`src/tac_pkg.sv`:
```
// Package of constants for the T1 alarm and overhead control block
`default_nettype none
package tac_pkg;
    // ----------------------------------------------------------------
    // Register byte offsets
    // ----------------------------------------------------------------
    localparam logic [11:0] EVENT_STATUS_REG_ONE_OFS  = 12'h0_000;
    localparam logic [11:0] EVENT_MASK_REG_ONE_OFS    = 12'h0_004;
    localparam logic [11:0] EVENT_STATUS_REG_FOUR_OFS = 12'h0_008;
    localparam logic [11:0] EVENT_MASK_REG_FOUR_OFS   = 12'h0_00C;
    localparam logic [11:0] IRQ_SOURCE_INFO_ONE_OFS   = 12'h0_010;
    localparam logic [11:0] IRQ_SOURCE_INFO_TWO_OFS   = 12'h0_014;
    localparam logic [11:0] COMMON_CTRL_THREE_OFS     = 12'h0_018;
    localparam logic [11:0] TX_CTRL_ONE_OFS           = 12'h0_01C;
    localparam logic [11:0] TX_CTRL_TWO_OFS           = 12'h0_020;
    localparam logic [11:0] RX_CTRL_TWO_OFS           = 12'h0_024;
    localparam logic [11:0] FRAMER_COMMON_CTRL_OFS    = 12'h0_028;
    localparam logic [11:0] SIG_INSERT_ENABLE_OFS     = 12'h0_02C;
    localparam logic [11:0] CLEAR_CHANNEL_OFS         = 12'h0_030;
    localparam logic [11:0] RX_MILLIWATT_SELECT_OFS   = 12'h0_034;
    localparam logic [11:0] RX_BOC_CODE_OFS           = 12'h0_038;
    localparam logic [11:0] ALARM_LIVE_OFS            = 12'h0_03C;
    localparam logic [11:0] TX_SIGNALLING_REG_OFS     = 12'h0_040;
    localparam int          SIG_WORDS                 = 3;

    // ----------------------------------------------------------------
    // Field positions
    // ----------------------------------------------------------------
    localparam int IRQ_PIN_DISABLE_BIT = 6;  // common_ctrl_three
    localparam int SEND_BLUE_ALARM_BIT = 0;  // tx_ctrl_one
    localparam int SEND_YELLOW_BIT     = 1;  // tx_ctrl_one
    localparam int STUFF_ALL_A_BIT     = 3;  // tx_ctrl_one
    localparam int STUFF_ALL_B_BIT     = 0;  // tx_ctrl_two
    localparam int TX_ESF_BIT          = 1;  // tx_ctrl_two
    localparam int YEL_F12_MODE_BIT    = 0;  // rx_ctrl_two
    localparam int RX_ESF_BIT          = 1;  // rx_ctrl_two
    localparam int SEND_AIS_CI_BIT     = 0;  // framer_common_ctrl
    localparam int SEND_RAI_CI_BIT     = 1;  // framer_common_ctrl
    // event_status_reg_one bits
    localparam int RX_BLUE_ALARM_BIT   = 0;
    localparam int RX_YELLOW_ALARM_BIT = 1;
    localparam int RX_CARRIER_LOSS_BIT = 2;
    localparam int RX_FRAME_LOSS_BIT   = 3;
    // event_status_reg_four bits
    localparam int GOT_AIS_CI_BIT      = 0;
    localparam int GOT_BOC_BIT         = 1;

    // ----------------------------------------------------------------
    // Reset values and counts
    // ----------------------------------------------------------------
    localparam logic [7:0]  CTRL_RESET       = 8'h00;
    localparam int          CHANNELS         = 24;
    localparam int          BLUE_WIN_MS      = 3;
    localparam int          T1_BITS_PER_MS   = 1544;
    localparam int          BLUE_WIN_BITS    = BLUE_WIN_MS * T1_BITS_PER_MS;
    localparam logic [2:0]  BLUE_SET_MAX     = 3'h5;
    localparam logic [8:0]  RED_SET_ZEROS    = 9'h0_0C0;
    localparam logic [6:0]  RED_WIN_LAST     = 7'h6F;
    localparam logic [3:0]  RED_CLR_ONES     = 4'hE;
    localparam logic [7:0]  Y2_WIN_LAST      = 8'hFF;
    localparam logic [8:0]  Y2_SET_ZEROS     = 9'h0_0FE;
    localparam logic [15:0] FDL_YEL_PATTERN  = 16'h00FF;
    localparam logic [4:0]  FDL_SET_RUN      = 5'h10;
    localparam logic [4:0]  FDL_CLR_MAX      = 5'h0E;
    localparam logic [5:0]  BOC_RAI_CI       = 6'h1F;

    // Digital-milliwatt byte sequence
    localparam logic [63:0] MILLIWATT_SEQ    = 64'h1E0B_0B1E_9E8B_8B9E;
endpackage
`default_nettype wire

```
`src/tac_alarm_ovh.sv`:
```
// T1 alarm detection, overhead insertion and event reporting with APB registers
//
// Decided for this implementation: register access over APB and the register addresses.
`default_nettype none

// Notes on behaviour
// - Each status register has a mask; a bit interrupts only when masked in.
// - All writable registers, masks included, clear to zero at reset.
// - Two source-info registers show which status registers interrupt.
// - Bit 6 of common control three silences the interrupt output while set.
// - Enabled channels take robbed signalling bits from host signalling registers.
// - Clear channels get no robbed-bit signalling, and no bit 7 stuffing unless both global stuffing bits are set.
// - D4 yellow transmission forces bit 2 to zero, clear channels too.
// - Both global stuffing bits set stuff bit 7 on all 24 channels.
// - AIS-CI sent when AIS-CI and blue bits both set, same in ESF and D4.
// - Recognised incoming AIS-CI sets a flag in status register four.
// - ESF RAI-CI bit sends RAI-CI, seen by receivers as yellow alarm.
// - Received 6-bit BOC message is reported; 011111 marks RAI-CI.
// - Milliwatt-selected channels get the 8-byte 1E/0B/0B/1E/9E/8B/8B/9E pattern.
// - Blue sets at five or fewer zeros per 3ms, clears at six or more.
// - D4 bit-2 yellow sets at 254 of 256 zeros, clears below 254.
// - 12th F-bit yellow sets on two ones, clears on two zeros.
// - ESF yellow sets on 16 consecutive 00FF, clears at 14 or fewer of 16.
// - Red sets after 192 zeros, clears on 14 ones in 112 bits.
// - Blue detection tolerates 10E-3 errors and ignores framed all-ones.
module tac_alarm_ovh #(
    parameter int BLUE_WIN = tac_pkg::BLUE_WIN_BITS
) (
    // Clock and reset
    input  wire logic        ref_clk,
    input  wire logic        sys_rst,
    // APB slave
    input  wire logic        psel,
    input  wire logic        penable,
    input  wire logic        pwrite,
    input  wire logic [11:0] paddr,
    input  wire logic [31:0] pwdata,
    output logic      [31:0] prdata,
    output logic             pready,
    output logic             pslverr,
    // Receive line bit stream and framer indications
    input  wire logic        rx_bit_valid,
    input  wire logic        rx_bit,
    input  wire logic        rx_fbit_valid,
    input  wire logic        rx_fbit_twelfth,
    input  wire logic        rx_fbit,
    input  wire logic        rx_fdl_valid,
    input  wire logic        rx_fdl_bit,
    input  wire logic        rx_ais_ci_detect,
    input  wire logic        rx_boc_valid,
    input  wire logic [5:0]  rx_boc,
    input  wire logic        rx_frame_loss,
    // Receive channel bytes toward the backplane
    input  wire logic        rx_ch_valid,
    input  wire logic [4:0]  rx_ch_num,
    input  wire logic [7:0]  rx_ch_data,
    output logic             bp_valid,
    output logic      [7:0]  bp_data,
    // Transmit channel bytes toward the line
    input  wire logic        tx_ch_valid,
    input  wire logic [4:0]  tx_ch_num,
    input  wire logic [7:0]  tx_ch_data,
    input  wire logic        tx_rob_frame,
    input  wire logic [1:0]  tx_sig_sel,
    output logic             tx_valid,
    output logic      [7:0]  tx_data,
    output logic             tx_ais_ci_on,
    output logic             tx_rai_ci_on,
    // Interrupt
    output logic             irq
);
    // ----------------------------------------------------------------
    // State
    // ----------------------------------------------------------------
    typedef struct packed {
        logic [3:0]  sr1;
        logic [1:0]  sr4;
        logic [3:0]  m1;
        logic [1:0]  m4;
        logic [7:0]  ccr3;
        logic [7:0]  txc1;
        logic [7:0]  txc2;
        logic [7:0]  rxc2;
        logic [7:0]  fcc;
        logic [23:0] sig_en;
        logic [23:0] clr_ch;
        logic [23:0] mw_sel;
        logic [95:0] sig;
        logic [5:0]  boc;
        logic        blue;
        logic        yel;
        logic        red;
        logic [12:0] blue_cnt;
        logic [2:0]  blue_zeros;
        logic [8:0]  red_run;
        logic [6:0]  red_win;
        logic [3:0]  red_ones;
        logic [7:0]  y2_cnt;
        logic [8:0]  y2_zeros;
        logic        f12_prev;
        logic [15:0] fdl_sh;
        logic [3:0]  fdl_bits;
        logic [4:0]  fdl_run;
        logic [3:0]  fdl_pat;
        logic [4:0]  fdl_hit;
        logic [2:0]  mw_idx;
        logic        tx_valid;
        logic [7:0]  tx_data;
        logic        tx_ais_ci_on;
        logic        tx_rai_ci_on;
        logic        bp_valid;
        logic [7:0]  bp_data;
        logic        irq;
        logic        pready;
        logic        pslverr;
        logic [31:0] prdata;
    } tac_state_t;

    localparam logic [12:0] BLUE_LAST = 13'(BLUE_WIN - 1);

    tac_state_t st;
    tac_state_t next_st;

    // ----------------------------------------------------------------
    // Next-state logic
    // ----------------------------------------------------------------
    // Working values are declared first and set at the top of the process
    always_comb
    begin
        logic        wr;
        logic        rd_go;
        logic        hit;
        logic [31:0] rdv;
        logic [3:0]  live1;
        logic [3:0]  set1;
        logic [1:0]  set4;
        logic [3:0]  clr1;
        logic [1:0]  clr4;
        logic [2:0]  bz;
        logic [3:0]  ro;
        logic [8:0]  yz;
        logic [15:0] fsh;
        logic        fmatch;
        logic [4:0]  frun;
        logic [4:0]  fhit;
        logic [7:0]  tb;
        logic        stuff;
        logic        rob;
        logic [6:0]  sidx;
        logic        info1;
        logic        info4;
        wr     = 1'b0;
        rd_go  = 1'b0;
        hit    = 1'b1;
        rdv    = 32'h0000_0000;
        live1  = 4'h0;
        set1   = 4'h0;
        set4   = 2'h0;
        clr1   = 4'h0;
        clr4   = 2'h0;
        bz     = 3'h0;
        ro     = 4'h0;
        yz     = 9'h0_000;
        fsh    = 16'h0000;
        fmatch = 1'b0;
        frun   = 5'h00;
        fhit   = 5'h00;
        tb     = 8'h00;
        stuff  = 1'b0;
        rob    = 1'b0;
        sidx   = 7'h00;
        info1  = 1'b0;
        info4  = 1'b0;
        next_st = st;

        // APB: one wait state, then pready for exactly one cycle
        next_st.pready  = psel && penable && !st.pready;
        next_st.pslverr = 1'b0;
        wr    = psel && penable && st.pready && pwrite;
        rd_go = psel && penable && !st.pready && !pwrite;

        info1 = |(st.sr1 & st.m1);
        info4 = |(st.sr4 & st.m4);

        // Address decode for reads and unmapped detection
        if (paddr == tac_pkg::EVENT_STATUS_REG_ONE_OFS)
            rdv = {28'h000_0000, st.sr1};
        else if (paddr == tac_pkg::EVENT_MASK_REG_ONE_OFS)
            rdv = {28'h000_0000, st.m1};
        else if (paddr == tac_pkg::EVENT_STATUS_REG_FOUR_OFS)
            rdv = {30'h0000_0000, st.sr4};
        else if (paddr == tac_pkg::EVENT_MASK_REG_FOUR_OFS)
            rdv = {30'h0000_0000, st.m4};
        else if (paddr == tac_pkg::IRQ_SOURCE_INFO_ONE_OFS)
            rdv = {31'h0000_0000, info1};
        else if (paddr == tac_pkg::IRQ_SOURCE_INFO_TWO_OFS)
            rdv = {31'h0000_0000, info4};
        else if (paddr == tac_pkg::COMMON_CTRL_THREE_OFS)
            rdv = {24'h00_0000, st.ccr3};
        else if (paddr == tac_pkg::TX_CTRL_ONE_OFS)
            rdv = {24'h00_0000, st.txc1};
        else if (paddr == tac_pkg::TX_CTRL_TWO_OFS)
            rdv = {24'h00_0000, st.txc2};
        else if (paddr == tac_pkg::RX_CTRL_TWO_OFS)
            rdv = {24'h00_0000, st.rxc2};
        else if (paddr == tac_pkg::FRAMER_COMMON_CTRL_OFS)
            rdv = {24'h00_0000, st.fcc};
        else if (paddr == tac_pkg::SIG_INSERT_ENABLE_OFS)
            rdv = {8'h00, st.sig_en};
        else if (paddr == tac_pkg::CLEAR_CHANNEL_OFS)
            rdv = {8'h00, st.clr_ch};
        else if (paddr == tac_pkg::RX_MILLIWATT_SELECT_OFS)
            rdv = {8'h00, st.mw_sel};
        else if (paddr == tac_pkg::RX_BOC_CODE_OFS)
            rdv = {26'h000_0000, st.boc};
        else if (paddr == tac_pkg::ALARM_LIVE_OFS)
            rdv = {28'h000_0000, rx_frame_loss, st.red, st.yel, st.blue};
        else if (paddr == tac_pkg::TX_SIGNALLING_REG_OFS)
            rdv = st.sig[31:0];
        else if (paddr == tac_pkg::TX_SIGNALLING_REG_OFS + 12'h0_004)
            rdv = st.sig[63:32];
        else if (paddr == tac_pkg::TX_SIGNALLING_REG_OFS + 12'h0_008)
            rdv = st.sig[95:64];
        else
            hit = 1'b0;
        if (rd_go)
            next_st.prdata = hit ? rdv : 32'h0000_0000;
        if (psel && penable && !st.pready)
            next_st.pslverr = !hit;

        // Register writes, taken on the edge where pready is high
        if (wr)
        begin
            if (paddr == tac_pkg::EVENT_STATUS_REG_ONE_OFS)
                clr1 = pwdata[3:0];
            else if (paddr == tac_pkg::EVENT_MASK_REG_ONE_OFS)
                next_st.m1 = pwdata[3:0];
            else if (paddr == tac_pkg::EVENT_STATUS_REG_FOUR_OFS)
                clr4 = pwdata[1:0];
            else if (paddr == tac_pkg::EVENT_MASK_REG_FOUR_OFS)
                next_st.m4 = pwdata[1:0];
            else if (paddr == tac_pkg::COMMON_CTRL_THREE_OFS)
                next_st.ccr3 = pwdata[7:0];
            else if (paddr == tac_pkg::TX_CTRL_ONE_OFS)
                next_st.txc1 = pwdata[7:0];
            else if (paddr == tac_pkg::TX_CTRL_TWO_OFS)
                next_st.txc2 = pwdata[7:0];
            else if (paddr == tac_pkg::RX_CTRL_TWO_OFS)
                next_st.rxc2 = pwdata[7:0];
            else if (paddr == tac_pkg::FRAMER_COMMON_CTRL_OFS)
                next_st.fcc = pwdata[7:0];
            else if (paddr == tac_pkg::SIG_INSERT_ENABLE_OFS)
                next_st.sig_en = pwdata[23:0];
            else if (paddr == tac_pkg::CLEAR_CHANNEL_OFS)
                next_st.clr_ch = pwdata[23:0];
            else if (paddr == tac_pkg::RX_MILLIWATT_SELECT_OFS)
                next_st.mw_sel = pwdata[23:0];
            else if (paddr == tac_pkg::TX_SIGNALLING_REG_OFS)
                next_st.sig[31:0] = pwdata;
            else if (paddr == tac_pkg::TX_SIGNALLING_REG_OFS + 12'h0_004)
                next_st.sig[63:32] = pwdata;
            else if (paddr == tac_pkg::TX_SIGNALLING_REG_OFS + 12'h0_008)
                next_st.sig[95:64] = pwdata;
        end

        // Blue alarm: zeros counted per fixed window; framing bits of a framed
        // all-ones signal add enough zeros to keep it from tripping
        if (rx_bit_valid)
        begin
            bz = st.blue_zeros;
            if (!rx_bit && bz != 3'h6)
                bz = bz + 3'h1;
            if (st.blue_cnt == BLUE_LAST)
            begin
                next_st.blue       = (bz <= tac_pkg::BLUE_SET_MAX);
                next_st.blue_cnt   = 13'h0000;
                next_st.blue_zeros = 3'h0;
            end
            else
            begin
                next_st.blue_cnt   = st.blue_cnt + 13'h0001;
                next_st.blue_zeros = bz;
            end
        end

        // Red alarm: run of zeros to set, ones in a 112-bit window to clear
        if (rx_bit_valid)
        begin
            if (rx_bit)
                next_st.red_run = 9'h0_000;
            else if (st.red_run != tac_pkg::RED_SET_ZEROS)
                next_st.red_run = st.red_run + 9'h0_001;
            if (!rx_bit && st.red_run == tac_pkg::RED_SET_ZEROS - 9'h0_001)
                next_st.red = 1'b1;
            if (st.red)
            begin
                ro = st.red_ones;
                if (rx_bit)
                    ro = ro + 4'h1;
                if (ro == tac_pkg::RED_CLR_ONES)
                begin
                    next_st.red      = 1'b0;
                    next_st.red_win  = 7'h00;
                    next_st.red_ones = 4'h0;
                end
                else if (st.red_win == tac_pkg::RED_WIN_LAST)
                begin
                    next_st.red_win  = 7'h00;
                    next_st.red_ones = 4'h0;
                end
                else
                begin
                    next_st.red_win  = st.red_win + 7'h01;
                    next_st.red_ones = ro;
                end
            end
        end

        // Yellow alarm, detector chosen by receive mode
        if (st.rxc2[tac_pkg::RX_ESF_BIT])
        begin
            if (rx_fdl_valid)
            begin
                fsh            = {st.fdl_sh[14:0], rx_fdl_bit};
                next_st.fdl_sh = fsh;
                next_st.fdl_bits = st.fdl_bits + 4'h1;
                if (st.fdl_bits == 4'hF)
                begin
                    fmatch = (fsh == tac_pkg::FDL_YEL_PATTERN);
                    frun   = fmatch ? ((st.fdl_run == tac_pkg::FDL_SET_RUN) ?
                             st.fdl_run : st.fdl_run + 5'h01) : 5'h00;
                    fhit   = st.fdl_hit + {4'h0, fmatch};
                    next_st.fdl_run = frun;
                    next_st.fdl_pat = st.fdl_pat + 4'h1;
                    next_st.fdl_hit = fhit;
                    if (frun == tac_pkg::FDL_SET_RUN)
                        next_st.yel = 1'b1;
                    if (st.fdl_pat == 4'hF)
                    begin
                        next_st.fdl_hit = 5'h00;
                        if (fhit <= tac_pkg::FDL_CLR_MAX)
                            next_st.yel = 1'b0;
                    end
                end
            end
        end
        else if (st.rxc2[tac_pkg::YEL_F12_MODE_BIT])
        begin
            if (rx_fbit_valid && rx_fbit_twelfth)
            begin
                next_st.f12_prev = rx_fbit;
                if (rx_fbit && st.f12_prev)
                    next_st.yel = 1'b1;
                else if (!rx_fbit && !st.f12_prev)
                    next_st.yel = 1'b0;
            end
        end
        else if (rx_ch_valid)
        begin
            yz = st.y2_zeros + {8'h00, !rx_ch_data[6]};
            next_st.y2_cnt = st.y2_cnt + 8'h01;
            if (st.y2_cnt == tac_pkg::Y2_WIN_LAST)
            begin
                next_st.yel      = (yz >= tac_pkg::Y2_SET_ZEROS);
                next_st.y2_zeros = 9'h0_000;
            end
            else
                next_st.y2_zeros = yz;
        end

        if (rx_boc_valid)
            next_st.boc = rx_boc;

        // Sticky status: a new event in the clearing cycle wins over the clear
        live1 = {rx_frame_loss, st.red, st.yel, st.blue};
        set1  = live1;
        set4  = {rx_boc_valid, rx_ais_ci_detect};
        next_st.sr1 = (st.sr1 & ~clr1) | set1;
        next_st.sr4 = (st.sr4 & ~clr4) | set4;

        // Interrupt: masked sources, silenced by the disable bit
        next_st.irq = (info1 || info4) &&
                      !st.ccr3[tac_pkg::IRQ_PIN_DISABLE_BIT];

        // Receive milliwatt substitution, pattern step advances once per frame
        next_st.bp_valid = rx_ch_valid;
        if (rx_ch_valid)
        begin
            if (rx_ch_num == 5'(tac_pkg::CHANNELS - 1))
                next_st.mw_idx = st.mw_idx + 3'h1;
            if (st.mw_sel[rx_ch_num])
                next_st.bp_data = tac_pkg::MILLIWATT_SEQ[6'(8 * (7 - int'(st.mw_idx))) +: 8];
            else
                next_st.bp_data = rx_ch_data;
        end

        // Transmit overhead insertion
        next_st.tx_valid     = tx_ch_valid;
        next_st.tx_ais_ci_on = st.fcc[tac_pkg::SEND_AIS_CI_BIT] &&
                               st.txc1[tac_pkg::SEND_BLUE_ALARM_BIT];
        next_st.tx_rai_ci_on = st.fcc[tac_pkg::SEND_RAI_CI_BIT] &&
                               st.txc2[tac_pkg::TX_ESF_BIT];
        if (tx_ch_valid)
        begin
            tb = tx_ch_data;
            // Global stuffing outranks both the enables and the clear marking
            stuff = (st.txc1[tac_pkg::STUFF_ALL_A_BIT] &&
                     st.txc2[tac_pkg::STUFF_ALL_B_BIT]) ||
                    (st.sig_en[tx_ch_num] && !st.clr_ch[tx_ch_num]);
            rob   = tx_rob_frame && st.sig_en[tx_ch_num] && !st.clr_ch[tx_ch_num];
            sidx  = 7'({tx_ch_num, tx_sig_sel});
            if (rob)
                tb[0] = st.sig[sidx];
            if (stuff && tb == 8'h00)
                tb[1] = 1'b1;
            if (st.txc1[tac_pkg::SEND_YELLOW_BIT] && !st.txc2[tac_pkg::TX_ESF_BIT])
                tb[6] = 1'b0;
            if (st.txc1[tac_pkg::SEND_BLUE_ALARM_BIT])
                tb = 8'hFF;
            next_st.tx_data = tb;
        end
    end

    // ----------------------------------------------------------------
    // State register
    // ----------------------------------------------------------------
    // Everything clears at reset, so no source can interrupt until enabled
    always_ff @(posedge ref_clk or posedge sys_rst)
    begin
        if (sys_rst)
            st <= '0;
        else
            st <= next_st;
    end

    // Outputs straight from the state register
    assign prdata       = st.prdata;
    assign pready       = st.pready;
    assign pslverr      = st.pslverr;
    assign bp_valid     = st.bp_valid;
    assign bp_data      = st.bp_data;
    assign tx_valid     = st.tx_valid;
    assign tx_data      = st.tx_data;
    assign tx_ais_ci_on = st.tx_ais_ci_on;
    assign tx_rai_ci_on = st.tx_rai_ci_on;
    assign irq          = st.irq;
endmodule
`default_nettype wire

```
`config.mk`:
```
export PLATFORM = sky130hd
export DESIGN_NAME = tac_alarm_ovh
export DESIGN_NICKNAME = d
export VERILOG_FILES = /design/src/tac_pkg.sv /design/src/tac_alarm_ovh.sv
export SDC_FILE = /design/constraint.sdc
export NUM_CORES = 1
export LEC_CHECK = 0
export BUFFER_PORTS_ARGS = -buffer_cell sky130_fd_sc_hd__buf_2
export CAP_MARGIN = 10
export CORE_MARGIN = 1
export CORE_UTILIZATION = 50
export DETAILED_ROUTE_END_ITERATION = 7
export PLACE_DENSITY = 0.71
export SYNTH_ARGS = -nofsm -noshare
export SYNTH_HDL_FRONTEND = slang
export SYNTH_SLANG_ARGS = --single-unit
```
`constraint.sdc`:
```
create_clock -name ref_clk -period 10.5 [get_ports ref_clk]
set_input_delay 1.05 -clock ref_clk [delete_from_list [all_inputs] [get_ports ref_clk]]
set_output_delay 1.05 -clock ref_clk [all_outputs]
set_load 0.005 [all_outputs]
```
# Yosys cells after proc, flatten, opt, wreduce, memory -nomap -nowiden
# Cells that the tools add are included.
[word_totals] inputBits=96 wordCells=271 register_bits=374
[op_classes] eq_ne=35 n_mux=89 magnitude_cmp=6 bitwise_logic=24 shift=1 n_reduce_logical=60 add_sub_neg=13
[ops] cell="$mux 32" count=20
[ops] cell="$eq 12x6->1 const B" count=8
[ops] cell="$shiftx 64x6->8 const A" count=1
[ops] cell="$eq 12x5->1 const B" count=4
[ops] cell="$mux 1" count=43
[ops] cell="$eq 12x7->1 const B" count=3
[ops] cell="$mux 9" count=3
[ops] cell="$eq 12x4->1 const B" count=2
[ops] cell="$mux 11" count=2
[ops] cell="$mux 4" count=5
[ops] cell="$logic_and 1x1->1" count=19
[ops] cell="$eq 16x8->1 const B" count=1
[ops] cell="$mux 16" count=1
[ops] cell="$mux 8" count=2
[ops] cell="$not 1->1" count=16
[ops] cell="$reduce_and 16->1" count=1
[ops] cell="$bmux 1 s5" count=3
[ops] cell="$eq 5x5->1 const B" count=3
[ops] cell="$mux 5" count=3
[ops] cell="$reduce_and 15->1" count=1
[ops] cell="$reduce_and 14->1" count=1
[ops] cell="$add 13x1->13 const B" count=1
[ops] cell="$eq 13x13->1 const B" count=1
[ops] cell="$reduce_and 13->1" count=1
[ops] cell="52 further kinds" count=83

# Logic depth before layout (Yosys ltp)
[logic_depth] depth_word=22 depth_mapped=11 mapped_depth_nobuf=11

# Least setup slack after synthesis
# No wires, ideal clock.
[synth_path] path_kind="in2reg" startpoint="input paddr[9]" endpoint="register st[308] in the netlist's numbering" slack_ns=6.904 cell_stages=9 required_ns=10.375 n_path_buf=4 t_arrival_ns=3.471 path_cell_list="or4_4 > buf_6 > or4_4 > buf_6 > nand2b_4 > buf_6 > nor4_4 > buf_6 > mux2_4"
[synth_between] elab_chain_len=3
[synth_lines] element="start: declaration" line_no="tac_alarm_ovh.sv:36" text="input wire logic [11:0] paddr,"
[synth_lines] element="$eq 12x6->1, or another cell as far along" line_no="tac_alarm_ovh.sv:250" text="else if (paddr == tac_pkg::FRAMER_COMMON_CTRL_OFS)"
[synth_lines] element="$not 1->1 (no source line)"
[synth_lines] element="$reduce_and 11->1 (no source line) (*)"
[synth_lines] element="end signal: assignment" line_no="tac_alarm_ovh.sv:433" text="st <= next_st;"
[synth_lines] element="end: declaration" line_no="tac_alarm_ovh.sv:121" text="tac_state_t st;"
# Mark *: on every way between the ends. The rest lies on a longest branch, timed or not.
# A chain may end at the register's enable or synchronous reset.

# Final worst setup path
[layout_path] startpoint="input paddr[2]" endpoint="register st (netlist bit prdata[24])"
[layout_between] elab_chain_len=21
[layout_lines] element="$eq 12x7->1" line_no="tac_alarm_ovh.sv:222" text="else if (paddr == tac_pkg::TX_SIGNALLING_REG_OFS + 12'h0_008)"
[layout_lines] element="$mux 32 or $mux 1 (tied branches)" line_no="tac_alarm_ovh.sv:222"
[layout_lines] element="$mux 32 or $mux 1 (tied branches)" line_no="tac_alarm_ovh.sv:220" text="else if (paddr == tac_pkg::TX_SIGNALLING_REG_OFS + 12'h0_004)"
[layout_lines] element="$mux 32 or $mux 1 (tied branches)" line_no="tac_alarm_ovh.sv:218" text="else if (paddr == tac_pkg::TX_SIGNALLING_REG_OFS)"
[layout_lines] element="$mux 32 or $mux 1 (tied branches)" line_no="tac_alarm_ovh.sv:216" text="else if (paddr == tac_pkg::ALARM_LIVE_OFS)"
[layout_lines] element="$mux 32 or $mux 1 (tied branches)" line_no="tac_alarm_ovh.sv:214" text="else if (paddr == tac_pkg::RX_BOC_CODE_OFS)"
[layout_lines] element="$mux 32 or $mux 1 (tied branches)" line_no="tac_alarm_ovh.sv:212" text="else if (paddr == tac_pkg::RX_MILLIWATT_SELECT_OFS)"
[layout_lines] element="$mux 32 or $mux 1 (tied branches)" line_no="tac_alarm_ovh.sv:210" text="else if (paddr == tac_pkg::CLEAR_CHANNEL_OFS)"
[layout_lines] element="[... 5 more ...]"
[layout_lines] element="$mux 32 or $mux 1 (tied branches)" line_no="tac_alarm_ovh.sv:198" text="else if (paddr == tac_pkg::COMMON_CTRL_THREE_OFS)"
[layout_lines] element="$mux 32 or $mux 1 (tied branches)" line_no="tac_alarm_ovh.sv:196" text="else if (paddr == tac_pkg::IRQ_SOURCE_INFO_TWO_OFS)"
[layout_lines] element="$mux 32 or $mux 1 (tied branches)" line_no="tac_alarm_ovh.sv:194" text="else if (paddr == tac_pkg::IRQ_SOURCE_INFO_ONE_OFS)"
[layout_lines] element="$mux 32 or $mux 1 (tied branches)" line_no="tac_alarm_ovh.sv:192" text="else if (paddr == tac_pkg::EVENT_MASK_REG_FOUR_OFS)"
[layout_lines] element="$mux 32 or $mux 1 (tied branches)" line_no="tac_alarm_ovh.sv:190" text="else if (paddr == tac_pkg::EVENT_STATUS_REG_FOUR_OFS)"
[layout_lines] element="$mux 32 or $mux 1 (tied branches)" line_no="tac_alarm_ovh.sv:188" text="else if (paddr == tac_pkg::EVENT_MASK_REG_ONE_OFS)"
[layout_lines] element="$mux 32 or $mux 1 (tied branches)" line_no="tac_alarm_ovh.sv:186" text="if (paddr == tac_pkg::EVENT_STATUS_REG_ONE_OFS)"
[layout_lines] element="$mux 32 (*)" line_no="tac_alarm_ovh.sv:227" text="next_st.prdata = hit ? rdv : 32'h0000_0000;"
# Marks and branches as above.

==> run_results.csv <==
group,metric,value,unit
drt,drtAntennaViolNets,0,
drt,drtPass1Iterations,5,
setup_path,r2r_end,"prdata[24]",
sta,tightest_slew,1.346,ns
global_routing,overflow,0,
sta,max_freq,0.2569,GHz
setup_path,path_delay_family,"compound AO/OA/AOI/OAI gates",
floorplan,core,0.03784,sq mm
sta,final-max-slew-violation-count,0,
cts,hold_buffers,0,
cts,clk_pin_slew,0.06,ns
setup_path,reg2regPathDepth,5,
synth,synth_edf_count,0,
sta,tns,0,ns
floorplan,die-area,0.03944,sq mm
pwr,peakVddDrop,0.1016,mV
layout,drive_gt1_share,29.03,%
setup_path,crit_end,"prdata[24]",
drt,wl_per_cell,21.35,um
pwr,leakagePower,0.01001,uW
place,gp_congestion,0.9534,
floorplan,start_util,51.06,%
setup_path,cp_max_fo,69,
sta,finalCritPeriodShare,37.07,%
setup_path,rrSetupSlack,7.79,ns
synth,synth.most_common_cell,"dfrtp_1",
synth,ys_types,79,
layout,nNetsFinal,1905,
min_path,hp-class,"flop to flop",
layout,ff_latch_area,0.009359,sq mm
sta,hold_viol,0,
cts,cts_buffer_depth,3,
cts,cts_buffers,42,
floorplan,rows,71,
layout,finalNonFillerCells,2336,
cts,postCtsSetupRepairBufs,0,
sta,rsz0062_at_grt,"no",
pwr,power.density,151.1,mW/mm^2
layout,multi_input_comb_area,0.009059,sq mm
synth,ys_top_cells_by_area,"dfrtp_1, mux2_2, mux4_2, nand2_1, o21ai_0",
sta,setup_viol,0,
synth,yosysTopAreaCellShare,48.43,%
floorplan,fp.dieH,198.6,um
synth,yosys-top-cells-count,"dfrtp_1, mux2_2, nand2_1, nor2_1, o21ai_0",
sta,fin_worst_skew,0.03479,ns
setup_path,cp-startpoint,"paddr[2]",
synth,synth_top_area_cell,"dfrtp_1",
place,placedCellCount,2258,
cts,insertion_delay,0.58,ns
setup_path,path_buf_inv,2,
drt,wl,49.87,mm
floorplan,pin_count,151,
setup_path,r2r-start,"pready",
setup_path,crit_chain,"buf_2 > buf_4 > and3b_1 > a311oi_1 > o211a_1 > a21boi_0 > nor2b_1 > a22o_1",
setup_path,critPathCaptureType,"flop",
floorplan,fp.dieW,198.6,um
synth,async_flop_share,100.0,%
synth,seq_area_frac_synth,48.43,%
synth,synth_flop_cell,"dfrtp_1",
setup_path,crit_path_start_kind,"primary input",
global_routing,grt_antenna_before_repair,9,
sta,post-route-min-period,3.893,ns
cts,cts_tree,"done",
synth,avgSynthCellArea,11.15,sq um
setup_path,crit_arrival,4.38,ns
drt,drt_iter0_markers,1207,
outcome,status,"finished clean",
global_routing,grt_pass1_vias,13990,
drt,drc_errors,0,
layout,fill_cells,3186,
synth,syn_area,0.01932,sq mm
drt,vias_per_cell,6.068,
layout,area_growth,10.99,%
cts,clock_sinks,374,
flow_run,maxCapViolations,0,
synth,synth.net_count,1847,
sta,slew_headroom,9.913,%
place,port_buffers,150,
synth,yosys_register_bits,374,
drt,num_vias,14170,
synth,ys_warn_count,0,
setup_path,crit_cells,8,
global_routing,grtUsageTotal,25.84,%
cts,cts_root_buf,"clkbuf_16",
setup_path,crit_type,"primary input to flop",
place,dpl.hpwl,33.45,mm
setup_path,max_stage_delay,0.77,ns
global_routing,grt_first_pass_wirelength,79.09,mm
cts,ctsHtreeMaxLevel,2,
cts,ctsResizeCount,0,
synth,synthCells,1733,
setup_path,crit_slowest_cell,"nor2b_1",
setup_path,required,10.98,ns
global_routing,grt_max_degree,194,
==> through the flow <==
step / instance area [sq um] / utilization, % / power [uW] / worst slack [ns] / hold WS (ns)
2_1_floorplan: 19330 / - / 1723 / 4.428 / 0.4381
3_3_place_gp: 20080 / 53.06 / 1796 / 6.329 / 0.4544
3_5_place_dp: 20080 / 53.06 / 1807 / 6.175 / 0.4585
4_1_cts: 21440 / 56.66 / 3269 / 6.751 / 0.4727
5_1_grt: 21440 / 56.66 / 3362 / 6.419 / 0.4817
6_report: 21450 / 56.68 / 3242 / 6.607 / 0.4692
==> metal layers <==
metal	vias to the layer above	global-route usage, %	wire length [um]
met4	12	8.803	1593
li1	6390	-	-
met3	116	5.595	3902
met1	7167	35.70	21470
met2	489	40.35	22840
met5	-	0	62
==> final cells by class <==
type                            count  area share, %
Antenna cell                        3        0.03500
Clock buffer                       54          5.343
Clock inverter                     21          1.009
Inverter                           30         0.5425
Multi-Input combinational cell   1176          42.23
Sequential cell                   374          43.63
Tap cell                          511          2.981
Timing Repair Buffer              167          4.223
==> sequential cells by signal, summed over array words and instances (netlist names) <==
signal,cells
st,319
prdata,32
bp_data,8
tx_data,8
bp_valid,1
irq,1
pready,1
pslverr,1
tx_ais_ci_on,1
tx_rai_ci_on,1
tx_valid,1
==> logic make-up after synthesis <==
group	synth area share, %
XOR/XNOR	1.632
flip-flops	48.43
AND/OR/NAND/NOR	12.31
adder cells (fa/ha/maj)	1.165
AO/OA/AOI/OAI	11.07
buffers and inverters	4.830
multiplexers	20.56
==> layout by cell type (no fill, tap or decap), types with 15 or more instances in the layout <==
cell | synthesis | final
ha_1 | 18 | 18
dfrtp_1 | 374 | 374
nand4_1 | 18 | 18
nor2b_1 | 17 | 16
inv_1 | 29 | 28
xnor2_1 | 23 | 23
clkbuf_16 | 0 | 42
and3_1 | 16 | 16
o31ai_1 | 27 | 27
buf_2 | 14 | 149
nand2_1 | 143 | 143
buf_4 | 51 | 16
a21oi_1 | 65 | 65
nor2_1 | 107 | 107
o22ai_1 | 32 | 32
mux2i_1 | 40 | 40
nor3_1 | 18 | 18
a211oi_1 | 19 | 19
mux2_2 | 222 | 222
nand3_1 | 53 | 53
mux4_2 | 37 | 37
a22oi_1 | 15 | 15
o21ai_0 | 94 | 94
nand2b_1 | 24 | 24
==> report_power, final <==
part / internal, uW / switching [uW] / total, uW
Clock: 849 / 611 / 1460
Sequential: 1490 / 49.3 / 1540
Combinational: 90.7 / 152 / 243
==> worst register-to-register path, cell delays in order, from the launching register on <==
cell and delay (ns):
dfrtp_1 0.43, nor3_1 0.24, o211a_1 0.31, a21boi_0 0.62, nor2b_1 0.77, a22o_1 0.25
==> worst min path at each step <==
| stage | from | end | cells after the start |
|---|---|---|---|
| 2_1_floorplan | st[108] | st[108] | 1 |
| 3_3_place_gp | st[108] | st[108] | 1 |
| 3_5_place_dp | st[108] | st[108] | 1 |
| 4_1_cts | st[108] | st[108] | 1 |
| 5_1_grt | st[106] | st[106] | 1 |
| 6_report | st[108] | st[108] | 1 |
Power figures use the tool's default switching activity.
